**config.mk**
```make
export PLATFORM = sky130hd
export DESIGN_NAME = rjl_exec
export DESIGN_NICKNAME = d
export VERILOG_FILES = /design/src/verilog/rjl_cond_eval.v /design/src/verilog/rjl_exec.v
export VERILOG_INCLUDE_DIRS = /design/src /design/src/verilog
export SDC_FILE = /design/constraint.sdc
export NUM_CORES = 1
export LEC_CHECK = 0
export ABC_AREA = 1
export BUFFER_PORTS_ARGS = -buffer_cell sky130_fd_sc_hd__buf_2
export CAP_MARGIN = 20
export CORE_MARGIN = 1
export CORE_UTILIZATION = 40
export CTS_BUF_LIST = sky130_fd_sc_hd__clkbuf_8
export DETAILED_ROUTE_END_ITERATION = 8
export SYNTH_ARGS = -nofsm -noshare
export SYNTH_HDL_FRONTEND = slang
export SYNTH_SLANG_ARGS = --single-unit
```
**constraint.sdc**
```tcl
create_clock -name i_ref_clk -period 1.56 [get_ports i_ref_clk]
set_input_delay 0.078 -clock i_ref_clk [delete_from_list [all_inputs] [get_ports i_ref_clk]]
set_output_delay 0.078 -clock i_ref_clk [all_outputs]
set_load 0.05 [all_outputs]
```
**src/verilog/rjl_defs.vh**
```
// constants for the relative branch and register load execution block
`ifndef RJL_DEFS_VH
`define RJL_DEFS_VH

// branch opcode: condition in upper nibble, fixed lower nibble
`define RJL_BR_LOW_NIBBLE   4'hB

// register load opcodes: register, pointer, immediate and indexed forms
`define RJL_LOAD_R_R        8'hE4
`define RJL_LOAD_R_PTR      8'hE5
`define RJL_LOAD_R_IMM      8'hE6
`define RJL_LOAD_PTR_R      8'hF5
`define RJL_LOAD_R_IDX      8'hC7
`define RJL_LOAD_IDX_R      8'hD7

// operand byte upper nibble that selects a working register
`define RJL_WREG_ESCAPE     4'hE

// register file location of the interrupt mask (251 decimal)
`define RJL_INT_MASK_ADDR   8'hFB
`define RJL_INT_MASK_RST    8'h00

// branch condition codes
`define RJL_COND_NEVER      4'h0
`define RJL_COND_LT         4'h1
`define RJL_COND_LE         4'h2
`define RJL_COND_ULE        4'h3
`define RJL_COND_OV         4'h4
`define RJL_COND_MI         4'h5
`define RJL_COND_Z          4'h6
`define RJL_COND_C          4'h7
`define RJL_COND_ALWAYS     4'h8
`define RJL_COND_GE         4'h9
`define RJL_COND_GT         4'hA
`define RJL_COND_UGT        4'hB
`define RJL_COND_NOV        4'hC
`define RJL_COND_PL         4'hD
`define RJL_COND_NZ         4'hE
`define RJL_COND_NC         4'hF

`endif

```
**src/verilog/rjl_cond_eval.v**
```verilog
// branch condition evaluator from the carry, zero, sign and overflow flags
`timescale 1ns/100ps
`include "rjl_defs.vh"

module rjl_cond_eval (
    input  wire [3:0] i_cond,
    input  wire       i_flag_c,
    input  wire       i_flag_z,
    input  wire       i_flag_s,
    input  wire       i_flag_v,
    output reg        o_true
);

    always @* begin
        case (i_cond)
            `RJL_COND_NEVER:  o_true = 1'b0;
            `RJL_COND_LT:     o_true = i_flag_s ^ i_flag_v;
            `RJL_COND_LE:     o_true = i_flag_z | (i_flag_s ^ i_flag_v);
            `RJL_COND_ULE:    o_true = i_flag_c | i_flag_z;
            `RJL_COND_OV:     o_true = i_flag_v;
            `RJL_COND_MI:     o_true = i_flag_s;
            `RJL_COND_Z:      o_true = i_flag_z;
            `RJL_COND_C:      o_true = i_flag_c;
            `RJL_COND_ALWAYS: o_true = 1'b1;
            `RJL_COND_GE:     o_true = ~(i_flag_s ^ i_flag_v);
            `RJL_COND_GT:     o_true = ~(i_flag_z | (i_flag_s ^ i_flag_v));
            `RJL_COND_UGT:    o_true = ~(i_flag_c | i_flag_z);
            `RJL_COND_NOV:    o_true = ~i_flag_v;
            `RJL_COND_PL:     o_true = ~i_flag_s;
            `RJL_COND_NZ:     o_true = ~i_flag_z;
            `RJL_COND_NC:     o_true = ~i_flag_c;
            default:        o_true = 1'b0;
        endcase
    end

endmodule // rjl_cond_eval

```
**src/verilog/rjl_exec.v**
```verilog
// relative branch and register load execution unit
`timescale 1ns/100ps
`include "rjl_defs.vh"

// Overview of operation
// - taken branch adds displacement to PC; condition in opcode top nibble.
// - branch not taken leaves PC at the next sequential instruction.
// - displacement is a signed byte, +127 forward to -128 backward.
// - branch base is the address after the whole branch instruction.
// - blank condition code is always true, so the branch is always taken.
// - load copies source to destination; source and flags unchanged.
// - restricted load form accepts only a full 8-bit destination register address.
// - operand upper nibble escape selects a working register by low nibble.
// - indexed address is 8-bit base plus the selected working register.
// - location 251 is the interrupt mask; loads there update it.
module rjl_exec (
    input  wire        i_ref_clk,
    input  wire        i_nrst,
    input  wire        i_instr_valid,
    input  wire [7:0]  i_opcode,
    input  wire [7:0]  i_operand1,
    input  wire [7:0]  i_operand2,
    input  wire [15:0] i_pc_next,
    input  wire        i_flag_c,
    input  wire        i_flag_z,
    input  wire        i_flag_s,
    input  wire        i_flag_v,
    input  wire [7:0]  i_rp,
    input  wire [7:0]  i_rf_rd_data,
    output wire        o_busy,
    output wire        o_done,
    output wire        o_bad_op,
    output wire        o_pc_load,
    output wire [15:0] o_pc_value,
    output wire        o_branch_taken,
    output wire        o_rf_rd_en,
    output wire [7:0]  o_rf_rd_addr,
    output wire        o_rf_wr_en,
    output wire [7:0]  o_rf_wr_addr,
    output wire [7:0]  o_rf_wr_data,
    output wire [7:0]  o_int_mask
);

    localparam [5:0] ST_IDLE = 6'b000001;
    localparam [5:0] ST_RD1  = 6'b000010;
    localparam [5:0] ST_G1   = 6'b000100;
    localparam [5:0] ST_RD2  = 6'b001000;
    localparam [5:0] ST_G2   = 6'b010000;
    localparam [5:0] ST_WR   = 6'b100000;

    // operand byte to register file address; short form only when allowed
    function [7:0] reg_addr;
        input [7:0] b;
        input [7:0] rp;
        input       allow_short;
        begin
            if (allow_short && (b[7:4] == `RJL_WREG_ESCAPE)) begin
                reg_addr = {rp[7:4], b[3:0]};
            end else begin
                reg_addr = b;
            end
        end
    endfunction

    // working register from a bare 4-bit selector
    function [7:0] wreg;
        input [3:0] n;
        input [7:0] rp;
        begin
            wreg = {rp[7:4], n};
        end
    endfunction

    reg  [5:0]  state_r;
    reg         busy_r;
    reg         done_r;
    reg         bad_op_r;
    reg         pc_load_r;
    reg  [15:0] pc_value_r;
    reg         taken_r;
    reg         rd_en_r;
    reg  [7:0]  rd_addr_r;
    reg         wr_en_r;
    reg  [7:0]  wr_addr_r;
    reg  [7:0]  wr_data_r;
    reg  [7:0]  int_mask_r;
    reg  [7:0]  dst_r;
    reg  [7:0]  src_r;
    reg  [7:0]  base_r;
    reg         ptr_to_dst_r;

    wire        cond_true;
    wire        start;
    wire        is_branch;
    wire [15:0] disp_ext;
    wire [15:0] br_target;
    wire [7:0]  eff_addr;

    rjl_cond_eval u_cond (
        .i_cond   (i_opcode[7:4]),
        .i_flag_c (i_flag_c),
        .i_flag_z (i_flag_z),
        .i_flag_s (i_flag_s),
        .i_flag_v (i_flag_v),
        .o_true   (cond_true)
    );

    assign start     = i_instr_valid & state_r[0];
    assign is_branch = (i_opcode[3:0] == `RJL_BR_LOW_NIBBLE);
    // sign extension keeps the reach at +127 / -128
    assign disp_ext  = {{8{i_operand1[7]}}, i_operand1};
    // base is the address after the two-byte branch, not the opcode
    assign br_target = i_pc_next + disp_ext;
    // base_r is zero for plain indirect, so one adder serves both forms
    assign eff_addr  = i_rf_rd_data + base_r;

    always @(posedge i_ref_clk or negedge i_nrst) begin
        if (!i_nrst) begin
            state_r      <= ST_IDLE;
            busy_r       <= 1'b0;
            done_r       <= 1'b0;
            bad_op_r     <= 1'b0;
            pc_load_r    <= 1'b0;
            pc_value_r   <= 16'h0000;
            taken_r      <= 1'b0;
            rd_en_r      <= 1'b0;
            rd_addr_r    <= 8'h00;
            wr_en_r      <= 1'b0;
            wr_addr_r    <= 8'h00;
            wr_data_r    <= 8'h00;
            int_mask_r   <= `RJL_INT_MASK_RST;
            dst_r        <= 8'h00;
            src_r        <= 8'h00;
            base_r       <= 8'h00;
            ptr_to_dst_r <= 1'b0;
        end else begin
            done_r    <= 1'b0;
            bad_op_r  <= 1'b0;
            pc_load_r <= 1'b0;
            rd_en_r   <= 1'b0;
            wr_en_r   <= 1'b0;
            case (state_r)
                ST_IDLE: begin
                    base_r <= 8'h00;
                    if (start && is_branch) begin
                        pc_load_r <= 1'b1;
                        done_r    <= 1'b1;
                        taken_r   <= cond_true;
                        if (cond_true) begin
                            pc_value_r <= br_target;
                        end else begin
                            pc_value_r <= i_pc_next;
                        end
                    end else if (start) begin
                        busy_r <= 1'b1;
                        case (i_opcode)
                            `RJL_LOAD_R_R: begin
                                dst_r     <= reg_addr(i_operand1, i_rp, 1'b1);
                                rd_addr_r <= reg_addr(i_operand2, i_rp, 1'b1);
                                rd_en_r   <= 1'b1;
                                state_r   <= ST_RD2;
                            end
                            `RJL_LOAD_R_PTR: begin
                                // destination never takes the short form
                                dst_r        <= reg_addr(i_operand1, i_rp,
                                                         1'b0);
                                rd_addr_r    <= reg_addr(i_operand2, i_rp,
                                                         1'b1);
                                ptr_to_dst_r <= 1'b0;
                                rd_en_r      <= 1'b1;
                                state_r      <= ST_RD1;
                            end
                            `RJL_LOAD_R_IMM: begin
                                wr_addr_r <= reg_addr(i_operand1, i_rp, 1'b1);
                                wr_data_r <= i_operand2;
                                wr_en_r   <= 1'b1;
                                state_r   <= ST_WR;
                            end
                            `RJL_LOAD_PTR_R: begin
                                rd_addr_r    <= reg_addr(i_operand1, i_rp,
                                                         1'b1);
                                src_r        <= reg_addr(i_operand2, i_rp,
                                                         1'b1);
                                ptr_to_dst_r <= 1'b1;
                                rd_en_r      <= 1'b1;
                                state_r      <= ST_RD1;
                            end
                            `RJL_LOAD_R_IDX: begin
                                dst_r        <= wreg(i_operand1[7:4], i_rp);
                                rd_addr_r    <= wreg(i_operand1[3:0], i_rp);
                                base_r       <= i_operand2;
                                ptr_to_dst_r <= 1'b0;
                                rd_en_r      <= 1'b1;
                                state_r      <= ST_RD1;
                            end
                            `RJL_LOAD_IDX_R: begin
                                src_r        <= wreg(i_operand1[7:4], i_rp);
                                rd_addr_r    <= wreg(i_operand1[3:0], i_rp);
                                base_r       <= i_operand2;
                                ptr_to_dst_r <= 1'b1;
                                rd_en_r      <= 1'b1;
                                state_r      <= ST_RD1;
                            end
                            default: begin
                                busy_r   <= 1'b0;
                                done_r   <= 1'b1;
                                bad_op_r <= 1'b1;
                            end
                        endcase
                    end
                end
                ST_RD1: begin
                    state_r <= ST_G1;
                end
                ST_G1: begin
                    // pointer or index value is on the read data now
                    rd_en_r <= 1'b1;
                    state_r <= ST_RD2;
                    if (ptr_to_dst_r) begin
                        dst_r     <= eff_addr;
                        rd_addr_r <= src_r;
                    end else begin
                        rd_addr_r <= eff_addr;
                    end
                end
                ST_RD2: begin
                    state_r <= ST_G2;
                end
                ST_G2: begin
                    // source is only read, and no flag output exists
                    wr_addr_r <= dst_r;
                    wr_data_r <= i_rf_rd_data;
                    wr_en_r   <= 1'b1;
                    state_r   <= ST_WR;
                end
                ST_WR: begin
                    if (wr_addr_r == `RJL_INT_MASK_ADDR) begin
                        int_mask_r <= wr_data_r;
                    end
                    busy_r  <= 1'b0;
                    done_r  <= 1'b1;
                    state_r <= ST_IDLE;
                end
                default: begin
                    busy_r  <= 1'b0;
                    state_r <= ST_IDLE;
                end
            endcase
        end
    end

    assign o_busy         = busy_r;
    assign o_done         = done_r;
    assign o_bad_op       = bad_op_r;
    assign o_pc_load      = pc_load_r;
    assign o_pc_value     = pc_value_r;
    assign o_branch_taken = taken_r;
    assign o_rf_rd_en     = rd_en_r;
    assign o_rf_rd_addr   = rd_addr_r;
    assign o_rf_wr_en     = wr_en_r;
    assign o_rf_wr_addr   = wr_addr_r;
    assign o_rf_wr_data   = wr_data_r;
    assign o_int_mask     = int_mask_r;

endmodule // rjl_exec

```
[Word level (Yosys, flattened, before mapping)]
Index checks and enable logic that the tools add are counted.
Operators by class
  $add $sub $neg: 2
  reductions and logical operators: 23
  bitwise gates (word level): 13
  equality and inequality tests: 38
  multiplexer cells: 51
Operators with widths (number)
  2-to-1 mux 8 bit: 17
  case mux 8 bit (2 select lines): 5
  equality test 8 bit, second input constant: 7
  case mux 8 bit (3 select lines): 2
  equality test 4 bit, second input constant: 11
  case mux 6 bit (5 select lines): 1
  case mux 6 bit (3 select lines): 1
  adder 16 bit: 1
  equality test 4 x 3 -> 1 bit, second input constant: 4
  2-to-1 mux 1 bit: 16
  2-to-1 mux 16 bit: 1
  case mux 1 bit (16 select lines): 1
  AND reduction 4 bit: 4
  2-to-1 mux 6 bit: 2
  case mux 1 bit (2 select lines): 5
  inverter 1 bit: 9
  adder 8 bit: 1
  equality test 4 x 2 -> 1 bit, second input constant: 2
  nonzero test 2 bit: 4
  OR reduction 2 bit: 4
  OR reduction 4 bit: 2
  equality test 6 x 1 -> 1 bit, second input constant: 1
  equality test 6 x 2 -> 1 bit, second input constant: 1
  equality test 6 x 3 -> 1 bit, second input constant: 1
  other kinds (19): 24
Word-level totals
  output and inout bits: 55
  word-level logic and storage cells: 144
  input port bits: 63
  register bits: 86

[Depth between registers and ports, before layout]
  depth in word-level cells: 6
  depth in mapped cells: 13
  gate-level depth less buffers: 13

[By module]
From an unflattened synthesis, not the netlist that was laid out.
Second synthesis, totals
  cell total of the unflattened synthesis: 906
  area total of the unflattened synthesis: 6047.0 um2
By module, submodules not included
  rjl_exec: area an instance 5836.8 um2, cells an instance 854, instances 1, sequential area each 2153.3 um2
  rjl_cond_eval: area an instance 210.2 um2, cells an instance 52, instances 1, sequential area each 0.0 um2

[Worst setup path before layout]
Ideal clock, no wire load.
  path type: register to register
  start: register base_r[0]
  end: register rd_addr_r[4], in the netlist o_rf_rd_addr[4]
  slack: -0.044 ns
  arrival: 1.486 ns
  path buffers: 0
  required time: 1.442 ns
  cell stages (with the launch flop): 12
  setup time: 0.118 ns
  cell sequence: dfrtp_1 ha_1 inv_1 fa_1 inv_1 nand3_1 nand3_1 or2_2 nand3_1 nand3_1 nand3_1 nand2_1
Between the ends
  word-level cells in the longest chain between the ends: 3
Ends and longest elaborated chain
  start, declared: line rjl_exec.v:89  | reg [7:0] base_r;
  start signal, assigned: line rjl_exec.v:191  | base_r <= i_operand2;
  start signal, assigned: line rjl_exec.v:199  | base_r <= i_operand2;
  adder 8 bit: line rjl_exec.v:115  | assign eff_addr = i_rf_rd_data + base_r;
  2-to-1 mux 8 bit: line rjl_exec.v:219  | if (ptr_to_dst_r) begin
  case mux 8 bit (2 select lines): line rjl_exec.v:142  | case (state_r)
  end signal, assigned: line rjl_exec.v:159  | rd_addr_r <= reg_addr(i_operand2, i_rp, 1'b1);
  end signal, assigned: line rjl_exec.v:221  | rd_addr_r <= src_r;
  end signal, assigned: line rjl_exec.v:223  | rd_addr_r <= eff_addr;
  end, declared: line rjl_exec.v:82  | reg [7:0] rd_addr_r;
Every way passes these cells.
A chain may end at the register's enable or synchronous reset.

[Worst setup path after layout]
  start: register state_r[0]
  end: register wr_addr_r[1], in the netlist o_rf_wr_addr[1]
Between the ends
  word-level cells in the longest chain between the ends: 4
  elaborated cells between the ends (all ways): 10
  those cells by class: 5 x eq/ne; 1 x mux; 1 x bitwise; 3 x reduce/logical
Ends and longest elaborated chain
  start, declared: line rjl_exec.v:74  | reg [5:0] state_r;
  start signal, assigned: line rjl_exec.v:119  | state_r <= ST_IDLE;
  start signal, assigned: line rjl_exec.v:161  | state_r <= ST_RD2;
  start signal, assigned: line rjl_exec.v:171  | state_r <= ST_RD1;
  parallel branches: the longest is 4 deep, another holds equality test 6 x 1 -> 1 bit
  end signal, assigned: line rjl_exec.v:174  | wr_addr_r <= reg_addr(i_operand1, i_rp, 1'b1);
  end signal, assigned: line rjl_exec.v:231  | wr_addr_r <= dst_r;
  end, declared: line rjl_exec.v:84  | reg [7:0] wr_addr_r;
Parallel ways; which one is timed is not known.

==> out/qor.json <==
{
  "grt_pass1_vias": {"value": 6203},
  "xor_xnor_share_of_the_synthesized_area": {"value": 1.543, "unit": "%"},
  "max_freq": {"value": 582.3, "unit": "MHz"},
  "initial_antenna_violation_count": {"value": 0},
  "final_area": {"value": 8501, "unit": "um2"},
  "timing.slew.headroom": {"value": 71.87, "unit": "%"},
  "slowest_stage": {"value": "sky130_fd_sc_hd__dfstp_2"},
  "grt_use_met2": {"value": 40.79, "unit": "%"},
  "worstSetupStartpoint": {"value": "state_r[0]$_DFFE_PN1P_"},
  "outcome": {"value": "finished, violations left"},
  "dr_pass1_iterations": {"value": 6},
  "syn-instance-count": {"value": 930},
  "hold_viol": {"value": 0},
  "synth-seq-area-share": {"value": 34.48, "unit": "%"},
  "number_of_antenna_violating_nets_in_the_routed_design": {"value": 0},
  "place_congestion": {"value": 0.9127},
  "slew_viol_final": {"value": 0},
  "critical_path_class": {"value": "register to register"},
  "yosysUniqueCellTypes": {"value": 43},
  "ys_async_rst_share": {"value": 100.0, "unit": "%"},
  "crit_arrival": {"value": 2.00, "unit": "ns"},
  "maximum_number_of_pins_on_one_net_before_global_route_repair": {"value": 34},
  "worstReg2RegEnd": {"value": "o_rf_wr_addr[1]$_DFFE_PN0P_"},
  "top_reg_cell_synth": {"value": "sky130_fd_sc_hd__dfrtp_1"},
  "finalHoldWorstSlack": {"value": 0.04033, "unit": "ns"},
  "detailed_place.area": {"value": 7569, "unit": "um2"},
  "grt_util_met3": {"value": 3.332, "unit": "%"},
  "clkLatencyLatePin": {"value": 0.36, "unit": "ns"},
  "min_from": {"value": "i_pc_next[15]"},
  "core_area": {"value": 15200, "unit": "um2"},
  "path_max_fanout": {"value": 30},
  "worstSetupStartpointType": {"value": "register"},
  "adder_cell_share_of_the_synthesized_area": {"value": 5.049, "unit": "%"},
  "htree_levels": {"value": 3},
  "layout.cells.most_common_list": {"value": "sky130_fd_sc_hd__nand2_1 (312), sky130_fd_sc_hd__buf_2 (113), sky130_fd_sc_hd__inv_1 (108)"},
  "main_combinational_cell_family_by_area_after_synthesis": {"value": "simple AND/OR/NAND/NOR gates"},
  "floorplan.rows": {"value": 45},
  "clock-sinks": {"value": 86},
  "pwr-share-comb": {"value": 51.6, "unit": "%"},
  "setup_ws": {"value": -0.1572, "unit": "ns"},
  "drt-wirelength-per-cell": {"value": 14.70, "unit": "um"},
  "fin_crit_sh": {"value": 110.1, "unit": "%"},
  "post_synth_and_or_nand_nor_area_fraction": {"value": 40.55, "unit": "%"},
  "switchingPower": {"value": 4.571, "unit": "mW"},
  "nFillCells": {"value": 1490},
  "globalRoute.totalOverflow": {"value": 0},
  "end_kind": {"value": "register"},
  "cts-root-buf": {"value": "sky130_fd_sc_hd__clkbuf_8"},
  "power_frac_clock": {"value": 14.8, "unit": "%"},
  "met1_demand_to_capacity_share_in_global_routing": {"value": 32.58, "unit": "%"},
  "p_leak": {"value": 4.650, "unit": "nW"},
  "ffs_latches_synth": {"value": 86},
  "muxShareOfSynthArea": {"value": 0.1803, "unit": "%"},
  "drc": {"value": 0},
  "fin_skew": {"value": 0.01432, "unit": "ns"},
  "drive_above_1_share": {"value": 32.27, "unit": "%"},
  "synth_enable_flop_cells": {"value": 0},
  "timing.final.crit_period": {"value": 1.717, "unit": "ns"},
  "avgSynthCellArea": {"value": 6.715, "unit": "um2"},
  "placed_wire_length_estimate": {"value": 14580, "unit": "um"},
  "design.final.nets": {"value": 1210},
  "initialDrtViolationCount": {"value": 334},
  "top_usage_layer": {"value": "met2"},
  "r2r_slack": {"value": -0.16, "unit": "ns"},
  "routed_via_density": {"value": 4.987},
  "worstReg2RegStart": {"value": "state_r[0]$_DFFE_PN1P_"},
  "syn_nets": {"value": 1017},
  "global_route.usage.total": {"value": 24.53, "unit": "%"},
  "routed_wl": {"value": 19350, "unit": "um"},
  "worstMarginPinSlew": {"value": 0.4197, "unit": "ns"},
  "setup_total_negative_slack": {"value": -2.886, "unit": "ns"},
  "boundaryPins": {"value": 118},
  "synth-warning-count": {"value": 0},
  "die_h": {"value": 126.9, "unit": "um"},
  "mostFrequentLayoutCell": {"value": "sky130_fd_sc_hd__nand2_1"},
  "syn_area": {"value": 6245, "unit": "um2"},
  "power.share.switching": {"value": 48.23, "unit": "%"},
  "count_of_cells_along_the_worst_hold_path": {"value": 5},
  "total_power": {"value": 9.478, "unit": "mW"},
  "reg2regPathDepth": {"value": 8},
  "crit_path_cell_trace": {"value": "buf_6 > nor2_4 > inv_2 > nor3_4 > nand3_4 > buf_12 > o21a_1 > a21oi_2"},
  "vias": {"value": 6563},
  "total_die_area": {"value": 16120, "unit": "um2"},
  "crit_path_max_incr_delay": {"value": 0.41, "unit": "ns"},
  "first_pass_grt_wire_length": {"value": 30910, "unit": "um"},
  "initial_utilization": {"value": 41.08, "unit": "%"},
  "p_int": {"value": 4.907, "unit": "mW"},
  "violated_checks": {"value": "setup timing"},
  "pwr_cell_area": {"value": 1115, "unit": "nW/um2"},
  "worst-endpoint-required": {"value": 1.85, "unit": "ns"},
  "chip_width": {"value": 126.9, "unit": "um"},
  "synth-compound-area-share": {"value": 8.535, "unit": "%"},
  "port_buffers": {"value": 113},
  "setup.worst_path.end": {"value": "o_rf_wr_addr[1]$_DFFE_PN0P_"},
  "max_cap_viol_count": {"value": 0},
  "sequentialPowerShare": {"value": 33.6, "unit": "%"},
  "number_of_buffers_created_by_cts": {"value": 9},
  "antenna_fix_cells": {"value": 0},
  "tritoncts_clock_tree": {"value": "built"},
  "hold_path_class": {"value": "input pin to register"},
  "vdd_drop_max": {"value": 0.6914, "unit": "mV"},
  "max-clock-path-buffers": {"value": 2},
  "setup-violations-final": {"value": 46},
  "rsz0062_at_grt": {"value": "yes"},
  "area_delta_synth_final": {"value": 36.12, "unit": "%"},
  "clk_pin_slew_worst_paths": {"value": 0.09, "unit": "ns"}
}
==> power by group through the flow <==
stage,Combinational [mW],Sequential (mW),Clock [mW]
after floorplan,1.61,4.56,0
after global placement,4.32,3.20,0
after detailed placement,4.35,3.19,0
after CTS,4.53,3.16,1.44
after global routing,5.30,3.25,1.55
final,4.89,3.19,1.40
==> state kept, by name, summed over array words and instances, names as in the netlist <==
name / cells
o_pc_load: 1
o_int_mask: 8
base_r: 8
o_bad_op: 1
o_rf_rd_en: 1
src_r: 8
o_branch_taken: 1
o_rf_wr_en: 1
o_rf_wr_addr: 8
o_pc_value: 16
o_rf_wr_data: 8
o_rf_rd_addr: 8
ptr_to_dst_r: 1
dst_r: 8
o_done: 1
state_r: 6
o_busy: 1
==> layer usage <==
| metal | up-vias | routed length (um) |
|---|---|---|
| met5 | - | 0 |
| met4 | 0 | 454 |
| met3 | 23 | 789 |
| met2 | 165 | 9268 |
| met1 | 3042 | 8836 |
| li1 | 3333 | - |
==> cells in the mapped netlist (2+ instances only) <==
library cell                 n  share of area (%)
sky130_fd_sc_hd__nand2_1   343                 21
sky130_fd_sc_hd__buf_4      11                1.3
sky130_fd_sc_hd__and2_1      3               0.30
sky130_fd_sc_hd__nor2_4      9                1.6
sky130_fd_sc_hd__nor3_2      2               0.32
sky130_fd_sc_hd__nand3_1    86                6.9
sky130_fd_sc_hd__ha_1       22                4.4
sky130_fd_sc_hd__dfrtp_1    85                 34
sky130_fd_sc_hd__a21boi_0    2               0.24
sky130_fd_sc_hd__buf_2       5               0.40
sky130_fd_sc_hd__nand2_2     7               0.70
sky130_fd_sc_hd__clkbuf_1    5               0.30
sky130_fd_sc_hd__nand2_4     4               0.72
sky130_fd_sc_hd__nand3_2     2               0.32
sky130_fd_sc_hd__inv_1     111                6.7
sky130_fd_sc_hd__a31oi_1     3               0.30
sky130_fd_sc_hd__nand3b_1   15                1.8
sky130_fd_sc_hd__o21a_1      2               0.24
sky130_fd_sc_hd__inv_2       8               0.48
sky130_fd_sc_hd__fa_1        2               0.64
sky130_fd_sc_hd__o21ai_0    33                2.6
sky130_fd_sc_hd__nor3_1      2               0.16
sky130_fd_sc_hd__nand4_1     9               0.90
sky130_fd_sc_hd__a21oi_1    28                2.2
sky130_fd_sc_hd__o21ai_1    23                1.8
sky130_fd_sc_hd__nor2_2      5               0.50
sky130_fd_sc_hd__nor2_1     72                4.3
sky130_fd_sc_hd__inv_4       3               0.30
sky130_fd_sc_hd__a21oi_2     4               0.56
sky130_fd_sc_hd__xnor2_1    10                1.4
sky130_fd_sc_hd__nand4_2     2               0.40
==> logic make-up (layout without fill, tap and decap cells) <==
kind of cell / count (synthesis) / count (layout)
XOR/XNOR: 11 / 11
adder cells (fa/ha/maj): 24 / 24
AO/OA/AOI/OAI: 99 / 99
multiplexers: 1 / 1
flip-flops: 86 / 86
AND/OR/NAND/NOR: 565 / 566
buffers and inverters: 144 / 341
==> critical path, delay by kind of cell (launching register included) <==
kind / cells / cell delay (ns)
buffers and inverters: 3 / 0.38
AO/OA/AOI/OAI: 2 / 0.33
AND/OR/NAND/NOR: 3 / 0.52
flip-flops: 1 / 0.41
==> worst min-delay path by stage <==
stage | to | slack (ns)
floorplan | base_r[0]$_DFFE_PN0P_ | -0.22
global placement | o_int_mask[0]$_DFFE_PN0P_ | 0.02
detailed placement | o_int_mask[0]$_DFFE_PN0P_ | 0.02
CTS | o_pc_value[13]$_DFFE_PN0P_ | 0.02
global route | o_rf_wr_data[7]$_DFFE_PN0P_ | 0.04
finish | o_pc_value[15]$_DFFE_PN0P_ | 0.04
==> stage by stage <==
| stage | cells | worst slack, ns | util [%] |
|---|---|---|---|
| after global routing | 1316 | -0.2503 | 55.92 |
| after global placement | 1281 | -0.1606 | 49.79 |
| after floorplan | 930 | -0.01442 | - |
| after detailed placement | 1281 | -0.1769 | 49.79 |
| final | 1316 | -0.1572 | 55.92 |
| after CTS | 1306 | -0.07044 | 52.70 |
==> what timing repair did <==
action	CTS	global route
cloned	2	3
setup endpoints to repair	56	71
hold endpoints to repair	85	0
gates resized for setup	44	109
pin swaps	16	56
hold buffers	1	0
setup buffers	6	8
==> final cells by class <==
type	count	area [um2]	share of cell area [%]
multi-input combinational	701	3991	46.95
tap	188	235.2	2.767
inverter	122	490.5	5.770
sequential	86	2155	25.35
clock buffer	9	123.9	1.457
timing repair buffer	203	1461	17.19
clock inverter	7	43.79	0.5152
(Power assumes the default switching activity.)
